==> src/dsr_pkg.sv <==
// Package for the disk controller status and error register bank.
// Assumes a 32-bit classic Wishbone host and an 8-bit register layout.
package dsr_pkg;

    localparam int unsigned DSR_BUS_DW = 32;
    localparam int unsigned DSR_ADR_W  = 8;
    localparam int unsigned DSR_REG_W  = 8;

    // Byte addresses of the register words.
    localparam logic [7:0] DSR_OFF_STATUS = 8'h00;
    localparam logic [7:0] DSR_OFF_ERROR  = 8'h04;
    localparam logic [7:0] DSR_OFF_IRQ_ST = 8'h08;
    localparam logic [7:0] DSR_OFF_IRQ_MK = 8'h0c;
    localparam logic [7:0] DSR_OFF_CTRL   = 8'h10;

    // Field positions of the controller status register.
    localparam int unsigned DSR_ST_BUSY  = 7;
    localparam int unsigned DSR_ST_READY = 6;
    localparam int unsigned DSR_ST_WFLT  = 5;
    localparam int unsigned DSR_ST_SEEK  = 4;
    localparam int unsigned DSR_ST_XFER  = 3;
    localparam int unsigned DSR_ST_FIXED = 2;
    localparam int unsigned DSR_ST_INDEX = 1;
    localparam int unsigned DSR_ST_ERR   = 0;

    // Field positions of the command error cause register.
    localparam int unsigned DSR_ER_BADBLK = 7;
    localparam int unsigned DSR_ER_UNCORR = 6;
    localparam int unsigned DSR_ER_IDMISS = 4;
    localparam int unsigned DSR_ER_ABORT  = 2;
    localparam int unsigned DSR_ER_TRK0   = 1;
    localparam logic [7:0]  DSR_ER_UNUSED = 8'h29;

    // Field positions of the interrupt status and mask registers.
    localparam int unsigned DSR_IRQ_DONE = 0;
    localparam int unsigned DSR_IRQ_FAIL = 1;
    localparam int unsigned DSR_IRQ_XFER = 2;
    localparam int unsigned DSR_IRQ_N    = 3;

    // Control register: bit 0 written as one launches a command.
    localparam int unsigned DSR_CTRL_GO = 0;

    // Reset values.
    localparam logic [7:0] DSR_RST_STATUS = 8'h00;
    localparam logic [7:0] DSR_RST_ERROR  = 8'h00;
    localparam logic [2:0] DSR_RST_IRQ    = 3'h0;

    // Levels reported by the drive mechanics.
    typedef struct packed {
        logic drive_ready_flag;
        logic write_fault_flag;
        logic seek_settled_flag;
        logic transfer_request_flag;
        logic index_mark_flag;
    } dsr_drive_t;

    // Causes reported with the end of a command.
    typedef struct packed {
        logic bad_block_flag;
        logic uncorrectable_flag;
        logic sector_id_missing_flag;
        logic command_aborted_flag;
        logic track0_missing_flag;
    } dsr_cause_t;

endpackage

==> src/dsr_sticky.sv <==
// Bank of sticky flags with per-bit set and clear; set wins over clear.
// Assumes set and clear are synchronous single-cycle or level requests.
`timescale 1ns/100ps
module dsr_sticky
    import dsr_pkg::*;
#(
    parameter int unsigned         W   = 1,
    parameter logic [W-1:0]        RST = '0
) (
    input  wire logic         clk,
    input  wire logic         rst,
    input  wire logic [W-1:0] set,
    input  wire logic [W-1:0] clr,
    output logic      [W-1:0] flag
);

    logic [W-1:0] flag_reg;

    // A new event in the clearing cycle must not be lost.
    always_ff @(posedge clk) begin
        if (rst) begin
            flag_reg <= RST;
        end else begin
            flag_reg <= set | (flag_reg & ~clr);
        end
    end

    assign flag = flag_reg;

endmodule

==> src/dsr_regs.sv <==
// Status and error register bank of a disk controller, Wishbone slave.
// Assumes the drive engine gives synchronous levels and one-cycle done pulses.
`timescale 1ns/100ps
// Contract
// - Bit 6 shows drive ready for commands.
// - Bit 5 shows drive write fault.
// - Bit 4 shows heads settled after seek.
// - Bit 3 shows drive ready for data.
// - Bit 2 shows corrected read error.
// - Bit 0 shows last command ended erroneously.
// - Error bit 7 flags bad block mark.
// - Error bit 6 flags uncorrectable data.
// - Error bit 4 flags missing sector ID.
// - Error bit 2 flags aborted command.
// - Error bit 1 flags track 0 missing.
module dsr_regs
    import dsr_pkg::*;
#(
    parameter int unsigned DW = DSR_BUS_DW
) (
    input  wire logic                 clk,
    input  wire logic                 rst,
    input  wire logic                 wb_cyc_i,
    input  wire logic                 wb_stb_i,
    input  wire logic                 wb_we_i,
    input  wire logic [DSR_ADR_W-1:0] wb_adr_i,
    input  wire logic [DW/8-1:0]      wb_sel_i,
    input  wire logic [DW-1:0]        wb_dat_i,
    output logic      [DW-1:0]        wb_dat_o,
    output logic                      wb_ack_o,
    input  wire dsr_drive_t           drive_i,
    input  wire logic                 corrected_i,
    input  wire logic                 cmd_done_i,
    input  wire dsr_cause_t           cause_i,
    output logic                      cmd_start_o,
    output logic      [DSR_REG_W-1:0] controller_status_o,
    output logic                      irq_o
);

    if (DW != DSR_BUS_DW) begin : g_bad_dw
        $error("dsr_regs supports only a 32-bit data bus");
    end

    logic [DSR_REG_W-1:0] controller_status_reg;
    logic [DSR_REG_W-1:0] controller_status_next;
    logic [DSR_REG_W-1:0] command_error_cause_reg;
    logic [DSR_REG_W-1:0] command_error_cause_next;
    logic                 busy_reg;
    logic                 error_flag_reg;
    logic                 ack_reg;
    logic [DW-1:0]        dat_reg;
    logic [DW-1:0]        dat_next;
    logic                 start_reg;
    logic                 irq_reg;
    logic [DSR_IRQ_N-1:0] irq_mask_reg;
    logic [DSR_IRQ_N-1:0] irq_status;
    logic [DSR_IRQ_N-1:0] irq_set;
    logic [DSR_IRQ_N-1:0] irq_clr;
    logic                 fixed_flag;
    logic                 xfer_prev_reg;
    logic                 cause_any;
    logic                 req;
    logic                 wr_lane0;
    logic                 go_write;

    // A request is served once; writes land at the edge where the master sees ack.
    assign req      = wb_cyc_i & wb_stb_i & ~ack_reg;
    assign wr_lane0 = wb_cyc_i & wb_stb_i & ack_reg & wb_we_i & wb_sel_i[0];
    assign go_write = wr_lane0 & (wb_adr_i == DSR_OFF_CTRL) & wb_dat_i[DSR_CTRL_GO];

    assign cause_any = cause_i.bad_block_flag | cause_i.uncorrectable_flag
                     | cause_i.sector_id_missing_flag | cause_i.command_aborted_flag
                     | cause_i.track0_missing_flag;

    // Bus handshake: one wait state, then a one-cycle ack.
    always_ff @(posedge clk) begin
        if (rst) begin
            ack_reg <= 1'b0;
        end else begin
            ack_reg <= req;
        end
    end

    always_comb begin
        dat_next = '0;
        unique case (wb_adr_i)
            DSR_OFF_STATUS: dat_next[DSR_REG_W-1:0] = controller_status_reg;
            DSR_OFF_ERROR:  dat_next[DSR_REG_W-1:0] = command_error_cause_reg;
            DSR_OFF_IRQ_ST: dat_next[DSR_IRQ_N-1:0] = irq_status;
            DSR_OFF_IRQ_MK: dat_next[DSR_IRQ_N-1:0] = irq_mask_reg;
            DSR_OFF_CTRL:   dat_next[DSR_CTRL_GO]   = busy_reg;
            default:        dat_next = '0;
        endcase
    end

    // Unmapped addresses are acknowledged and read as zero.
    always_ff @(posedge clk) begin
        if (rst) begin
            dat_reg <= '0;
        end else if (req && !wb_we_i) begin
            dat_reg <= dat_next;
        end
    end

    // Command life cycle: a control write launches, the engine ends it.
    always_ff @(posedge clk) begin
        if (rst) begin
            busy_reg  <= 1'b0;
            start_reg <= 1'b0;
        end else begin
            start_reg <= go_write & ~busy_reg;
            if (cmd_done_i) begin
                busy_reg <= 1'b0;
            end else if (go_write) begin
                busy_reg <= 1'b1;
            end
        end
    end

    // Error flag and causes are loaded at command end; a launch clears them,
    // but an end in the same cycle wins so its report is never lost.
    always_comb begin
        command_error_cause_next = command_error_cause_reg;
        if (cmd_done_i) begin
            command_error_cause_next = '0;
            command_error_cause_next[DSR_ER_BADBLK] = cause_i.bad_block_flag;
            command_error_cause_next[DSR_ER_UNCORR] = cause_i.uncorrectable_flag;
            command_error_cause_next[DSR_ER_IDMISS] = cause_i.sector_id_missing_flag;
            command_error_cause_next[DSR_ER_ABORT]  = cause_i.command_aborted_flag;
            command_error_cause_next[DSR_ER_TRK0]   = cause_i.track0_missing_flag;
        end else if (go_write && !busy_reg) begin
            command_error_cause_next = '0;
        end
        command_error_cause_next = command_error_cause_next & ~DSR_ER_UNUSED;
    end

    always_ff @(posedge clk) begin
        if (rst) begin
            command_error_cause_reg <= DSR_RST_ERROR;
            error_flag_reg          <= 1'b0;
        end else begin
            command_error_cause_reg <= command_error_cause_next;
            if (cmd_done_i) begin
                error_flag_reg <= cause_any;
            end else if (go_write && !busy_reg) begin
                error_flag_reg <= 1'b0;
            end
        end
    end

    // Corrected-read indication holds until the next command launch.
    dsr_sticky #(
        .W   (1),
        .RST (1'b0)
    ) u_fixed (
        .clk  (clk),
        .rst  (rst),
        .set  (corrected_i),
        .clr  (start_reg),
        .flag (fixed_flag)
    );

    // Busy is shown inverted: zero while busy, one while ready.
    always_comb begin
        controller_status_next               = DSR_RST_STATUS;
        controller_status_next[DSR_ST_BUSY]  = ~busy_reg;
        controller_status_next[DSR_ST_READY] = drive_i.drive_ready_flag;
        controller_status_next[DSR_ST_WFLT]  = drive_i.write_fault_flag;
        controller_status_next[DSR_ST_SEEK]  = drive_i.seek_settled_flag;
        controller_status_next[DSR_ST_XFER]  = drive_i.transfer_request_flag;
        controller_status_next[DSR_ST_FIXED] = fixed_flag;
        controller_status_next[DSR_ST_INDEX] = drive_i.index_mark_flag;
        controller_status_next[DSR_ST_ERR]   = error_flag_reg;
    end

    // Status is sampled every cycle, so it lags its sources by one clock.
    always_ff @(posedge clk) begin
        if (rst) begin
            controller_status_reg <= DSR_RST_STATUS;
        end else begin
            controller_status_reg <= controller_status_next;
        end
    end

    // Interrupt events: command done, command failed, transfer request rise.
    always_ff @(posedge clk) begin
        if (rst) begin
            xfer_prev_reg <= 1'b0;
        end else begin
            xfer_prev_reg <= drive_i.transfer_request_flag;
        end
    end

    always_comb begin
        irq_set               = '0;
        irq_set[DSR_IRQ_DONE] = cmd_done_i;
        irq_set[DSR_IRQ_FAIL] = cmd_done_i & cause_any;
        irq_set[DSR_IRQ_XFER] = drive_i.transfer_request_flag & ~xfer_prev_reg;
        irq_clr               = '0;
        if (wr_lane0 && wb_adr_i == DSR_OFF_IRQ_ST) begin
            irq_clr = wb_dat_i[DSR_IRQ_N-1:0];
        end
    end

    dsr_sticky #(
        .W   (DSR_IRQ_N),
        .RST (DSR_RST_IRQ)
    ) u_irq (
        .clk  (clk),
        .rst  (rst),
        .set  (irq_set),
        .clr  (irq_clr),
        .flag (irq_status)
    );

    always_ff @(posedge clk) begin
        if (rst) begin
            irq_mask_reg <= DSR_RST_IRQ;
        end else if (wr_lane0 && wb_adr_i == DSR_OFF_IRQ_MK) begin
            irq_mask_reg <= wb_dat_i[DSR_IRQ_N-1:0];
        end
    end

    always_ff @(posedge clk) begin
        if (rst) begin
            irq_reg <= 1'b0;
        end else begin
            irq_reg <= |(irq_status & irq_mask_reg);
        end
    end

    assign wb_ack_o            = ack_reg;
    assign wb_dat_o            = dat_reg;
    assign cmd_start_o         = start_reg;
    assign controller_status_o = controller_status_reg;
    assign irq_o               = irq_reg;
endmodule

==> config.mk <==
export PLATFORM = sky130hd
export DESIGN_NAME = dsr_regs
export DESIGN_NICKNAME = d
export VERILOG_FILES = /design/src/dsr_pkg.sv /design/src/dsr_sticky.sv /design/src/dsr_regs.sv
export SDC_FILE = /design/constraint.sdc
export NUM_CORES = 1
export LEC_CHECK = 0
export BUFFER_PORTS_ARGS = -buffer_cell sky130_fd_sc_hd__buf_2
export CAP_MARGIN = 20
export CELL_PAD_IN_SITES_DETAIL_PLACEMENT = 1
export CELL_PAD_IN_SITES_GLOBAL_PLACEMENT = 1
export CORE_MARGIN = 2
export CORE_UTILIZATION = 30
export DETAILED_ROUTE_END_ITERATION = 6
export MAX_ROUTING_LAYER = met4
export PLACE_DENSITY = 0.79
export SLEW_MARGIN = 10
export SYNTH_ARGS = -nofsm -noshare
export SYNTH_HDL_FRONTEND = slang
export SYNTH_SLANG_ARGS = --single-unit
==> constraint.sdc <==
create_clock -name clk -period 3.4 [get_ports clk]
set_input_delay 0.68 -clock clk [delete_from_list [all_inputs] [get_ports clk]]
set_output_delay 0.68 -clock clk [all_outputs]
set_load 0.005 [all_outputs]
; ---- Yosys cells after proc, flatten, opt, wreduce, memory -nomap -nowiden
; Index checks and enable logic that the tools add are counted.
[classes]
n_eq_ne = 4
muxes = 8
bitwise_logic = 24
n_reduce_logical = 10
[op_table]
columns = cell, count
row1 = 8-bit by 4-bit equality test with 1-bit output (second input constant), 2
row2 = 8-bit 2-to-1 mux, 2
row3 = 1-bit bitwise AND, 11
row4 = 5-bit case mux with 2 select lines, 1
row5 = 8-bit by 3-bit equality test with 1-bit output (second input constant), 1
row6 = 8-bit by 5-bit equality test with 1-bit output (second input constant), 1
row7 = 8-bit logical NOT, 1
row8 = 2-bit case mux with 4 select lines, 1
row9 = 3-bit bitwise AND, 2
row10 = 1-bit OR, 5
row11 = 1-bit case mux with 5 select lines, 1
row12 = 1-bit logical AND, 4
row13 = 1-bit NOT, 4
row14 = 3-bit 2-to-1 mux, 1
row15 = 3-bit NOT, 1
row16 = 3-bit OR, 1
row17 = 3-bit OR reduction, 1
row18 = 1-bit logical NOT, 2
row19 = 1-bit 2-to-1 mux, 2
row20 = 2-bit nonzero test, 1
row21 = 2-bit OR reduction, 1
[totals]
register_bits = 37
inputBits = 61
out_inout_bits = 43

; ---- Longest topological paths before layout
; Gate-level depths: netlist of the first run.
[depth]
ltp_word = 9
mapped_depth = 5
depth_no_buf = 4

; ---- By module
; Synthesis of the first run repeated with hierarchy kept, for this count alone.
[hier_totals]
cells_unflattened = 161
hier_area_um2 = 1542.7
[modules_own_cells]
columns = mod, n_inst, cells_per_inst, area_per_inst_um2
row1 = dsr_regs, 1, 145, 1398.8
row2 = dsr_sticky (u_irq), 1, 12, 105.1
row3 = dsr_sticky (u_fixed), 1, 4, 38.8

; ---- Least setup slack after synthesis of the first run
; OpenSTA, ideal clock, no wires.
[synth_path]
kind = input-to-reg
from = in wb_adr_i[2]
to = reg dat_reg[0] (netlist: wb_dat_o[0])
setup_ns = 0.132
arrival_ns = 1.691
t_required_ns = 3.268
setup_slack_ns = 1.578
path_stages = 5
n_path_buf = 1
cell_sequence = buf_2 > mux2_2 > a22o_1 > a221oi_1 > nor3_1
[synth_via]
elab_chain_cells = 2
[synth_rtl]
columns = item, line_no
row1 = "start, declared", dsr_regs.sv:26  ; input wire logic [DSR_ADR_W-1:0] wb_adr_i,
row2 = "8-bit by 5-bit equality test with 1-bit output, or another cell as far along", dsr_regs.sv:86  ; unique case (wb_adr_i)
row3 = 1-bit case mux with 5 select lines *, dsr_regs.sv:86
row4 = "end signal, assigned", dsr_regs.sv:101  ; dat_reg <= dat_next;
row5 = "end, declared", dsr_regs.sv:51  ; logic [DW-1:0] dat_reg;
; Mark *: on every way between the ends. The rest lies on a longest branch, timed or not.
; A chain may end at the register's enable or synchronous reset.

; ---- Final worst setup path of the first run
[layout_path]
from = in wb_adr_i[7]
to = reg command_error_cause_reg[7]
[layout_via]
elab_chain_cells = 5
[layout_rtl]
columns = item, line_no
row1 = 8-bit by 5-bit equality test with 1-bit output, dsr_regs.sv:69  ; assign go_write = wr_lane0 & (wb_adr_i == DSR_OFF_CTRL) & wb_dat_i[DSR_CTRL_GO];
row2 = 1-bit bitwise AND (2 in series), dsr_regs.sv:69
row3 = 1-bit logical AND, dsr_regs.sv:131  ; end else if (go_write && !busy_reg) begin
row4 = 2-bit nonzero test (no source line), n/a
row5 = "end signal, assigned", dsr_regs.sv:142  ; command_error_cause_reg <= command_error_cause_next;
row6 = "end, declared", dsr_regs.sv:46  ; logic [DSR_REG_W-1:0] command_error_cause_reg;
; No other way between the ends.

==> results of run 1 <==
## final cells by class
type	instances	area share
inverter	4	0.00846
multi-input combinational	108	0.391
tap	67	0.0472
sequential	33	0.372
clock buffer	7	0.0487
timing repair buffer	47	0.133
## cell usage in the layout (no fill, tap or decap), types with 3 or more instances in the layout
master / n
buf_2: 47
dfxtp_1: 33
conb_1: 24
nor2_1: 15
nor2b_1: 8
a22o_1: 8
nand2_1: 6
o21ai_0: 6
mux2i_1: 6
clkbuf_8: 6
a21oi_1: 5
inv_1: 4
nor3_1: 3
nand3_1: 3
nand4_1: 3
## worst paths after layout
check,startpoint,end,cells past startpoint
worst min-delay path,wb_dat_o[4]$_SDFFE_PP0P_,wb_dat_o[4]$_SDFFE_PP0P_,2
worst min register to register,wb_dat_o[4]$_SDFFE_PP0P_,wb_dat_o[4]$_SDFFE_PP0P_,2
worst max register to register,wb_ack_o$_SDFF_PP0_,command_error_cause_reg[7]$_SDFFE_PP0P_,4
worst max-delay path,wb_adr_i[7],command_error_cause_reg[7]$_SDFFE_PP0P_,5
## tightest hold or removal path, stage by stage, from the launching register on
cell     delay [ns]
dfxtp_1        0.32
nand2_1        0.04
o21ai_0        0.05
## power breakdown
group | internal (mW) | switching [mW] | total [mW]
logic | 0.0343 | 0.0412 | 0.0755
clock network | 0.160 | 0.136 | 0.297
registers | 0.401 | 0.00916 | 0.410
total | 0.596 | 0.187 | 0.782
## stage by stage
step                      setup slack (ns)   util  std cells  total power [mW]
after global placement                1.43  0.355        259             0.492
after floorplan                       1.58      -        174             0.478
after global routing                  1.66  0.373        266             0.824
final                                 1.70  0.373        266             0.782
after detailed placement              1.39  0.355        259             0.495
after CTS                             1.70  0.373        266             0.791
## synthesized netlist by cell type (all sizes together)
library cell   n  share of area
nand4          3          0.013
and3           1         0.0042
or3            1         0.0042
nor2          15          0.038
nand2b         1         0.0042
and2           1         0.0050
conb           1         0.0025
mux2i          6          0.040
or2            1         0.0042
nor4           1          0.014
nor2b          8          0.034
mux2           1         0.0076
o2bb2ai        1         0.0059
dfxtp         33           0.44
clkbuf         3         0.0084
a31oi          1         0.0042
and4b          1         0.0092
and3b          1         0.0059
a222oi         1         0.0067
buf           26           0.13
inv            4          0.010
a221oi         1         0.0059
a41oi          1          0.019
nand3          3          0.010
a22o           8          0.047
nor3           3          0.010
nand2          6          0.015
and4bb         1         0.0084
a21oi          5          0.017
and4           2          0.013
nor3b          1         0.0050
mux4           2          0.030
or4            1         0.0050
o21ai          6          0.020
## cell families after synthesis
kind of cell,count (synthesis),share of synthesized area
compound gates,24,0.125
simple gates,51,0.202
flops,33,0.444
other cells,1,0.00252
mux,9,0.0782
buf+inv,33,0.148
## layer usage
| metal | wire [um] | track usage | vias to the layer above |
|---|---|---|---|
| met5 | 0 | - | - |
| met4 | 58 | 0.0595 | 0 |
| met3 | 263 | 0.0461 | 5 |
| met2 | 1760 | 0.221 | 50 |
| met1 | 1520 | 0.157 | 557 |
| li1 | - | - | 578 |
==> metrics.csv, run 1 <==
stage,metric,value,unit
floorplan,core area,4750,um2
clock_tree,clock latency on the worst-skew pair,0.28,ns
clock_tree,post-CTS setup repair buffer count,0,
drt,DRT antenna net count,0,
timing,post-route minimum period,1.70,ns
clock_tree,H-Tree Level Count,2,
timing,Max Clk Rate,587,MHz
synth,Mapped Cells,151,
final_layout,fin nets,260,
final_layout,Reg area,661,um2
setup_path,CP Max Fanout,6,
final_layout,fill count,587,
timing,RSZ-0062 raised after global routing,no,
placement,placer congestion estimate,0.752,
synth,register area share after synthesis,0.444,
synth,mapped cell area,1490,um2
clock_tree,Max clock buf depth,2,
timing,crit share post-route,0.501,
synth,Mean Syn Cell Area,9.85,um2
global_routing,first-pass GRT wire length,5.33,mm
clock_tree,CTS tree,done,
clock_tree,cell at the root of the clock tree,clkbuf_8,
global_routing,largest net degree at the start of global routing,26,
clock_tree,post-CTS resize count,0,
final_layout,layout cells sized above 1,0.317,
synth,Synthesis Warnings,0,
drt,DR pass1 iterations,5,
min_path,HP Class,register to register,
clock_tree,Hold Buf Count CTS,0,
floorplan,Die Area,5540,um2
setup_path,Worst EP arrival,1.88,ns
setup_path,WP data required,3.58,ns
timing,"Hold Vio Cnt, Final",0,
drt,drt drc,0,
setup_path,"Slowest-stage cell, CP",nor4_4,
global_routing,Overall Global Routing Usage,0.138,
flow_run,Max Cap Viol,0,
clock_tree,clock sinks,33,
synth,synth unique cells,37,
power,Leakage,0.824,nW
setup_path,crit path buf inv count,1,
setup_path,R2R setup slack,2.08,ns
global_routing,initial antenna violation count,0,
floorplan,Starting Density,0.313,
timing,hold slack final,0.447,ns
setup_path,critical path class,input port to register,
setup_path,crit-path leading delay family,simple AND/OR/NAND/NOR gates,
synth,"FF+latch count, synth",33,
final_layout,Layout area overhead,19.3,%
setup_path,crit path capture type,register,
placement,DP Area,1690,um2
timing,Setup Viol. Count Final,0,
timing,max-slew violations,0,
final_layout,number of diodes,0,
timing,Final Skew,0.00546,ns
drt,DR vias/cell,4.47,
drt,DRT Wirelength,3.60,mm
drt,DR vias,1190,
floorplan,Rows,25,
run_status,status,completed,
final_layout,area of the multi-input gates,693,um2
global_routing,vias in the first global route,1106,
placement,DP HPWL,2.88,mm
setup_path,max incr delay on CP,0.38,ns
floorplan,die height,74.4,um
final_layout,final instance area,1770,um2
drt,Initial DRC Count,64,
clock_tree,clock slew at reported path FFs,0.06,ns
power,Power Density,441,nW/um2
floorplan,num ports,104,
global_routing,gr ovfl total,0,
floorplan,Die W,74.4,um
setup_path,startpoint types,input port,
clock_tree,CTS buffer count,5,
drt,average wire per standard cell,13.5,um
power,Worst VDD drop,125,uV
placement,input/output buffers,47,
timing,TNS Setup,0,ns
setup_path,worst path cell trace,"buf_2, nor4_4, and4b_4, a41oi_4, a22o_1",
No activity file was read; power rests on OpenSTA's default activity.
==> run 2, diff against run 1 <==
- CORE_UTILIZATION: 30 -> 25
- PLACE_DENSITY: 0.79 -> 0.7
- clock period: 3.4 -> 1.5 ns (I/O delays scaled with it)
==> run 2 against run 1 <==
Against the previous run:
- clock skew is 0.0024 ns lower
- critical endpoint is now command_error_cause_reg[2]$_SDFFE_PP0P_
- die area is 19% higher
- cell count is 6.8% higher
==> metrics.csv, run 2 (synthesis results as in run 1) <==
stage,metric,value,unit,change
drt,DRT Wirelength,3.60,mm,unchanged
global_routing,gr ovfl total,0,,unchanged
final_layout,Layout area overhead,24.8,%,
drt,DR pass1 iterations,4,,-1
clock_tree,clock latency on the worst-skew pair,0.29,ns,about the same
clock_tree,CTS tree,done,,
floorplan,num ports,104,,unchanged
timing,"Hold Vio Cnt, Final",0,,unchanged
power,Power Density,962,nW/um2,+120%
clock_tree,post-CTS setup repair buffer count,0,,unchanged
global_routing,Overall Global Routing Usage,0.123,,-0.0153
drt,DR vias,1229,,+3.3%
placement,placer congestion estimate,0.757,,+0.65%
final_layout,"commonest non-fill, non-tap cell in the layout",buf_2,,
clock_tree,Max clock buf depth,2,,unchanged
placement,input/output buffers,47,,unchanged
global_routing,first-pass GRT wire length,5.78,mm,+8.6%
global_routing,largest net degree at the start of global routing,13,,-50%
drt,average wire per standard cell,12.7,um,-6.3%
final_layout,layout cells sized above 1,0.354,,+0.0375
timing,Setup Viol. Count Final,0,,unchanged
floorplan,core area,5850,um2,+23%
power,Worst VDD drop,297,uV,+140%
setup_path,startpoint types,register,,
clock_tree,Hold Buf Count CTS,0,,unchanged
global_routing,vias in the first global route,1221,,+10%
flow_run,Max Cap Viol,0,,unchanged
floorplan,Starting Density,0.254,,-0.0586
min_path,HP Class,input port to register,,
floorplan,Rows,28,,+12%
drt,Initial DRC Count,43,,-33%
timing,Final Skew,0.00301,ns,-0.00245 ns
setup_path,max incr delay on CP,0.42,ns,+0.04 ns
final_layout,number of diodes,0,,unchanged
floorplan,Die Area,6580,um2,+19%
timing,RSZ-0062 raised after global routing,no,,
setup_path,R2R setup slack,0.15,ns,-1.93 ns
floorplan,die height,81.1,um,+9.0%
setup_path,"Slowest-stage cell, CP",dfxtp_1,,
clock_tree,H-Tree Level Count,2,,unchanged
setup_path,crit path capture type,register,,
setup_path,CP Max Fanout,7,,+1
setup_path,Worst EP arrival,1.53,ns,-0.35 ns
timing,hold slack final,0.216,ns,-0.231 ns
timing,Max Clk Rate,743,MHz,
clock_tree,clock sinks,33,,unchanged
global_routing,initial antenna violation count,0,,unchanged
timing,TNS Setup,0,ns,unchanged
drt,DR vias/cell,4.33,,-3.3%
clock_tree,CTS buffer count,5,,unchanged
run_status,status,completed,,
power,Leakage,0.861,nW,+4.5%
timing,crit share post-route,0.897,,
drt,DRT antenna net count,0,,unchanged
setup_path,worst path cell trace,"nand3_1, nor2_1, a41oi_4, a22o_1",,
drt,drt drc,0,,unchanged
clock_tree,clock slew at reported path FFs,0.07,ns,about the same
setup_path,WP data required,1.68,ns,-1.90 ns
final_layout,"commonest non-fill, non-tap cells in the layout","47 x buf_2, 33 x dfxtp_1, 24 x conb_1",,
setup_path,critical path class,register to register,,
clock_tree,post-CTS resize count,0,,unchanged
timing,max-slew violations,0,,unchanged
final_layout,fin nets,269,,+3.5%
timing,post-route minimum period,1.35,ns,
floorplan,Die W,81.1,um,+9.0%
clock_tree,cell at the root of the clock tree,clkbuf_8,,
placement,DP HPWL,3.04,mm,+5.6%
-- run 2: cell types whose count changed in the layout (fill, tap and decap cells not counted), sizes merged --
cell,previous run,this run
buf,47,56
clkinvlp,0,3
clkbuf,7,5
-- run 2: path summary, 6_finish.rpt --
kind                            startpoint                                       to  cells after the start
hold / removal                  drive_i[2]        controller_status_o[4]$_SDFF_PP0_                      2
setup / recovery       wb_ack_o$_SDFF_PP0_  command_error_cause_reg[2]$_SDFFE_PP0P_                      4
setup reg to reg       wb_ack_o$_SDFF_PP0_  command_error_cause_reg[2]$_SDFFE_PP0P_                      4
hold reg to reg   wb_dat_o[1]$_SDFFE_PP0P_                 wb_dat_o[1]$_SDFFE_PP0P_                      2
-- run 2: routing by layer --
metal	GRT usage	vias to the layer above	share of wire
li1	-	599	-
met1	0.144	574	0.44
met2	0.186	46	0.46
met3	0.0456	10	0.073
met4	0.0593	0	0.022
met5	-	-	0
-- run 2: where the power goes --
| part | leakage, nW | internal [mW] | switching [mW] |
|---|---|---|---|
| logic | 0.554 | 0.0901 | 0.0952 |
| clock network | 0.0364 | 0.325 | 0.346 |
| registers | 0.271 | 0.908 | 0.0214 |
-- run 2: layout make-up --
cell class	count	area (um2)
Fill cell	730	3990
Multi-Input combinational cell	108	693
Sequential cell	33	661
Timing Repair Buffer	56	303
Tap cell	75	93.8
Clock buffer	5	68.8
Clock inverter	3	22.5
Inverter	4	15.0
-- run 2: worst max-delay path: cells and delay by family (launching register included) --
kind / cells / cell delay (ns)
AO/OA/AOI/OAI: 2 / 0.43
AND/OR/NAND/NOR: 2 / 0.39
flip-flops: 1 / 0.42
-- run 2: through the flow --
stage          instances  cell area, um2  worst slack [ns]  total power, mW  utilization
2_1_floorplan        174            1570            0.0579             1.08            -
3_3_place_gp         276            1770           -0.0569             1.13        0.302
3_5_place_dp         276            1770           -0.0843             1.14        0.302
4_1_cts              284            1860             0.144             1.82        0.317
5_1_grt              284            1860            0.0444             1.89        0.317
6_report             284            1860             0.155             1.79        0.317
==> run 3, diff against run 2 <==
- BUFFER_PORTS_ARGS: -buffer_cell sky130_fd_sc_hd__buf_2 -> unset
- CORE_UTILIZATION: 25 -> 38
- DONT_BUFFER_PORTS: unset -> 1
- PLACE_DENSITY: 0.7 -> 0.68
==> run 3 against run 2 <==
Against the previous run:
- non-clock buffer count shrank 55
- clock power grew 26%
- final area shrank 16%
- sequential cell count is the same
- cell count shrank 29%
- largest cell class unchanged
==> metrics.csv, run 3 (synthesis results as in run 1) <==
stage,metric,value,unit,change
run_status,status,completed,,
floorplan,Die W,66.6,um,-18%
clock_tree,CTS buffer count,5,,unchanged
setup_path,WP data required,1.67,ns,about the same
timing,max-slew violations,0,,unchanged
final_layout,fin nets,214,,-20%
timing,hold slack final,0.0911,ns,-0.125 ns
floorplan,Die Area,4430,um2,-33%
drt,DR vias,1053,,-14%
floorplan,Rows,22,,-21%
drt,top sig layer,met4,,
clock_tree,Max clock buf depth,2,,unchanged
drt,Initial DRC Count,43,,unchanged
setup_path,max incr delay on CP,0.46,ns,+0.04 ns
drt,DR pass1 iterations,4,,unchanged
final_layout,"commonest non-fill, non-tap cells in the layout","33 x dfxtp_1, 24 x conb_1, 14 x nor2_1",,
setup_path,Worst EP arrival,1.56,ns,+0.03 ns
timing,Max Clk Rate,720,MHz,-3.1%
floorplan,die height,66.6,um,-18%
placement,dpl cells,194,,-30%
clock_tree,Hold Buf Count CTS,0,,unchanged
placement,post-place setup slack,0.0950,ns,+0.179 ns
clock_tree,clock sinks,33,,unchanged
drt,average wire per standard cell,16.6,um,+31%
floorplan,num ports,104,,unchanged
timing,crit share post-route,0.925,,+0.0285
flow_run,Max Cap Viol,0,,unchanged
final_layout,layout cells sized above 1,0.123,,-0.231
floorplan,Starting Density,0.400,,+0.146
placement,DP HPWL,2.63,mm,-13%
clock_tree,clock slew at reported path FFs,0.07,ns,about the same
power,Worst VDD drop,481,uV,+62%
drt,DR WL met2,1.79,mm,+7.3%
final_layout,Layout area overhead,4.54,%,
clock_tree,post-CTS resize count,0,,unchanged
timing,post-route minimum period,1.39,ns,+0.0428 ns
min_path,HP Class,input port to register,,
drt,DRT Wirelength,3.35,mm,-7.0%
global_routing,Overall Global Routing Usage,0.165,,+0.0420
power,Leakage,0.634,nW,-26%
timing,Setup Viol. Count Final,0,,unchanged
clock_tree,post-CTS setup repair buffer count,0,,unchanged
setup_path,critical path class,register to register,,
final_layout,number of diodes,0,,unchanged
drt,drt drc,0,,unchanged
clock_tree,cell at the root of the clock tree,clkbuf_8,,
drt,DR vias/cell,5.21,,+20%
power,Power Density,1200,nW/um2,+25%
setup_path,worst path cell trace,"nand3_1, nor2_1, a41oi_4, a22o_1",,
timing,TNS Setup,0,ns,unchanged
timing,RSZ-0062 raised after global routing,no,,
clock_tree,CTS tree,done,,
setup_path,"Slowest-stage cell, CP",dfxtp_1,,
setup_path,crit path capture type,register,,
power,total power,1.87,mW,+4.7%
global_routing,vias in the first global route,1100,,-9.9%
global_routing,largest net degree at the start of global routing,26,,+13
timing,Final Skew,0.00586,ns,+0.00285 ns
setup_path,crit-path leading delay family,flip-flops,,
setup_path,startpoint types,register,,
drt,met3 routed WL,271,um,+3.0%
clock_tree,H-Tree Level Count,2,,unchanged
placement,input/output buffers,0,,-100%
global_routing,gr ovfl total,0,,unchanged
timing,"Hold Vio Cnt, Final",0,,unchanged
placement,placer congestion estimate,0.851,,+12%
clock_tree,clock latency on the worst-skew pair,0.28,ns,about the same
global_routing,initial antenna violation count,0,,unchanged
global_routing,first-pass GRT wire length,5.31,mm,-8.1%
drt,DRT antenna net count,0,,unchanged
timing,final worst setup slack,0.112,ns,-0.0428 ns
setup_path,CP Max Fanout,7,,unchanged
setup_path,crit path buf inv count,0,,unchanged
setup_path,reg2reg path depth,4,,unchanged
drt,met1 WL,1.27,mm,-20%
final_layout,fill count,432,,-41%
final_layout,Non-Filler Instances,202,,-29%
min_path,Min-Delay Path Depth,1,,-1
floorplan,core area,3720,um2,-36%
final_layout,"commonest non-fill, non-tap cell in the layout",dfxtp_1,,
setup_path,CP Depth,4,,unchanged
[run 3: final timing paths]
path,from,to,slack (ns)
worst min register to register,u_fixed.flag$_SDFF_PP0_,controller_status_o[2]$_SDFF_PP0_,0.46
worst max-delay path,wb_ack_o$_SDFF_PP0_,command_error_cause_reg[7]$_SDFFE_PP0P_,0.11
worst max register to register,wb_ack_o$_SDFF_PP0_,command_error_cause_reg[7]$_SDFFE_PP0P_,0.11
worst min-delay path,rst,controller_status_o[1]$_SDFF_PP0_,0.09
[run 3: metal layers]
| layer | track usage | up-vias |
|---|---|---|
| met5 | - | - |
| met4 | 0.0434 | 0 |
| met3 | 0.0693 | 2 |
| met2 | 0.289 | 46 |
| met1 | 0.170 | 520 |
| li1 | - | 485 |
[run 3: power by group]
| part | internal, mW | switching (mW) |
|---|---|---|
| registers | 0.909 | 0.0251 |
| logic | 0.0456 | 0.0471 |
| clock network | 0.541 | 0.302 |
| total | 1.50 | 0.374 |
[run 3: final cells by class]
type	instances	area (um2)	area share
multi-input combinational	108	696	0.447
sequential	33	661	0.425
clock buffer	7	86.3	0.0555
tap	48	60.1	0.0386
clock inverter	1	30.0	0.0193
inverter	4	15.0	0.00965
timing repair buffer	1	7.51	0.00483
[run 3: stage by stage]
| step | area (um2) | util |
|---|---|---|
| after floorplan | 1570 | - |
| after global placement | 1440 | 0.387 |
| after detailed placement | 1440 | 0.387 |
| after CTS | 1550 | 0.418 |
| after global routing | 1560 | 0.419 |
| final | 1560 | 0.419 |
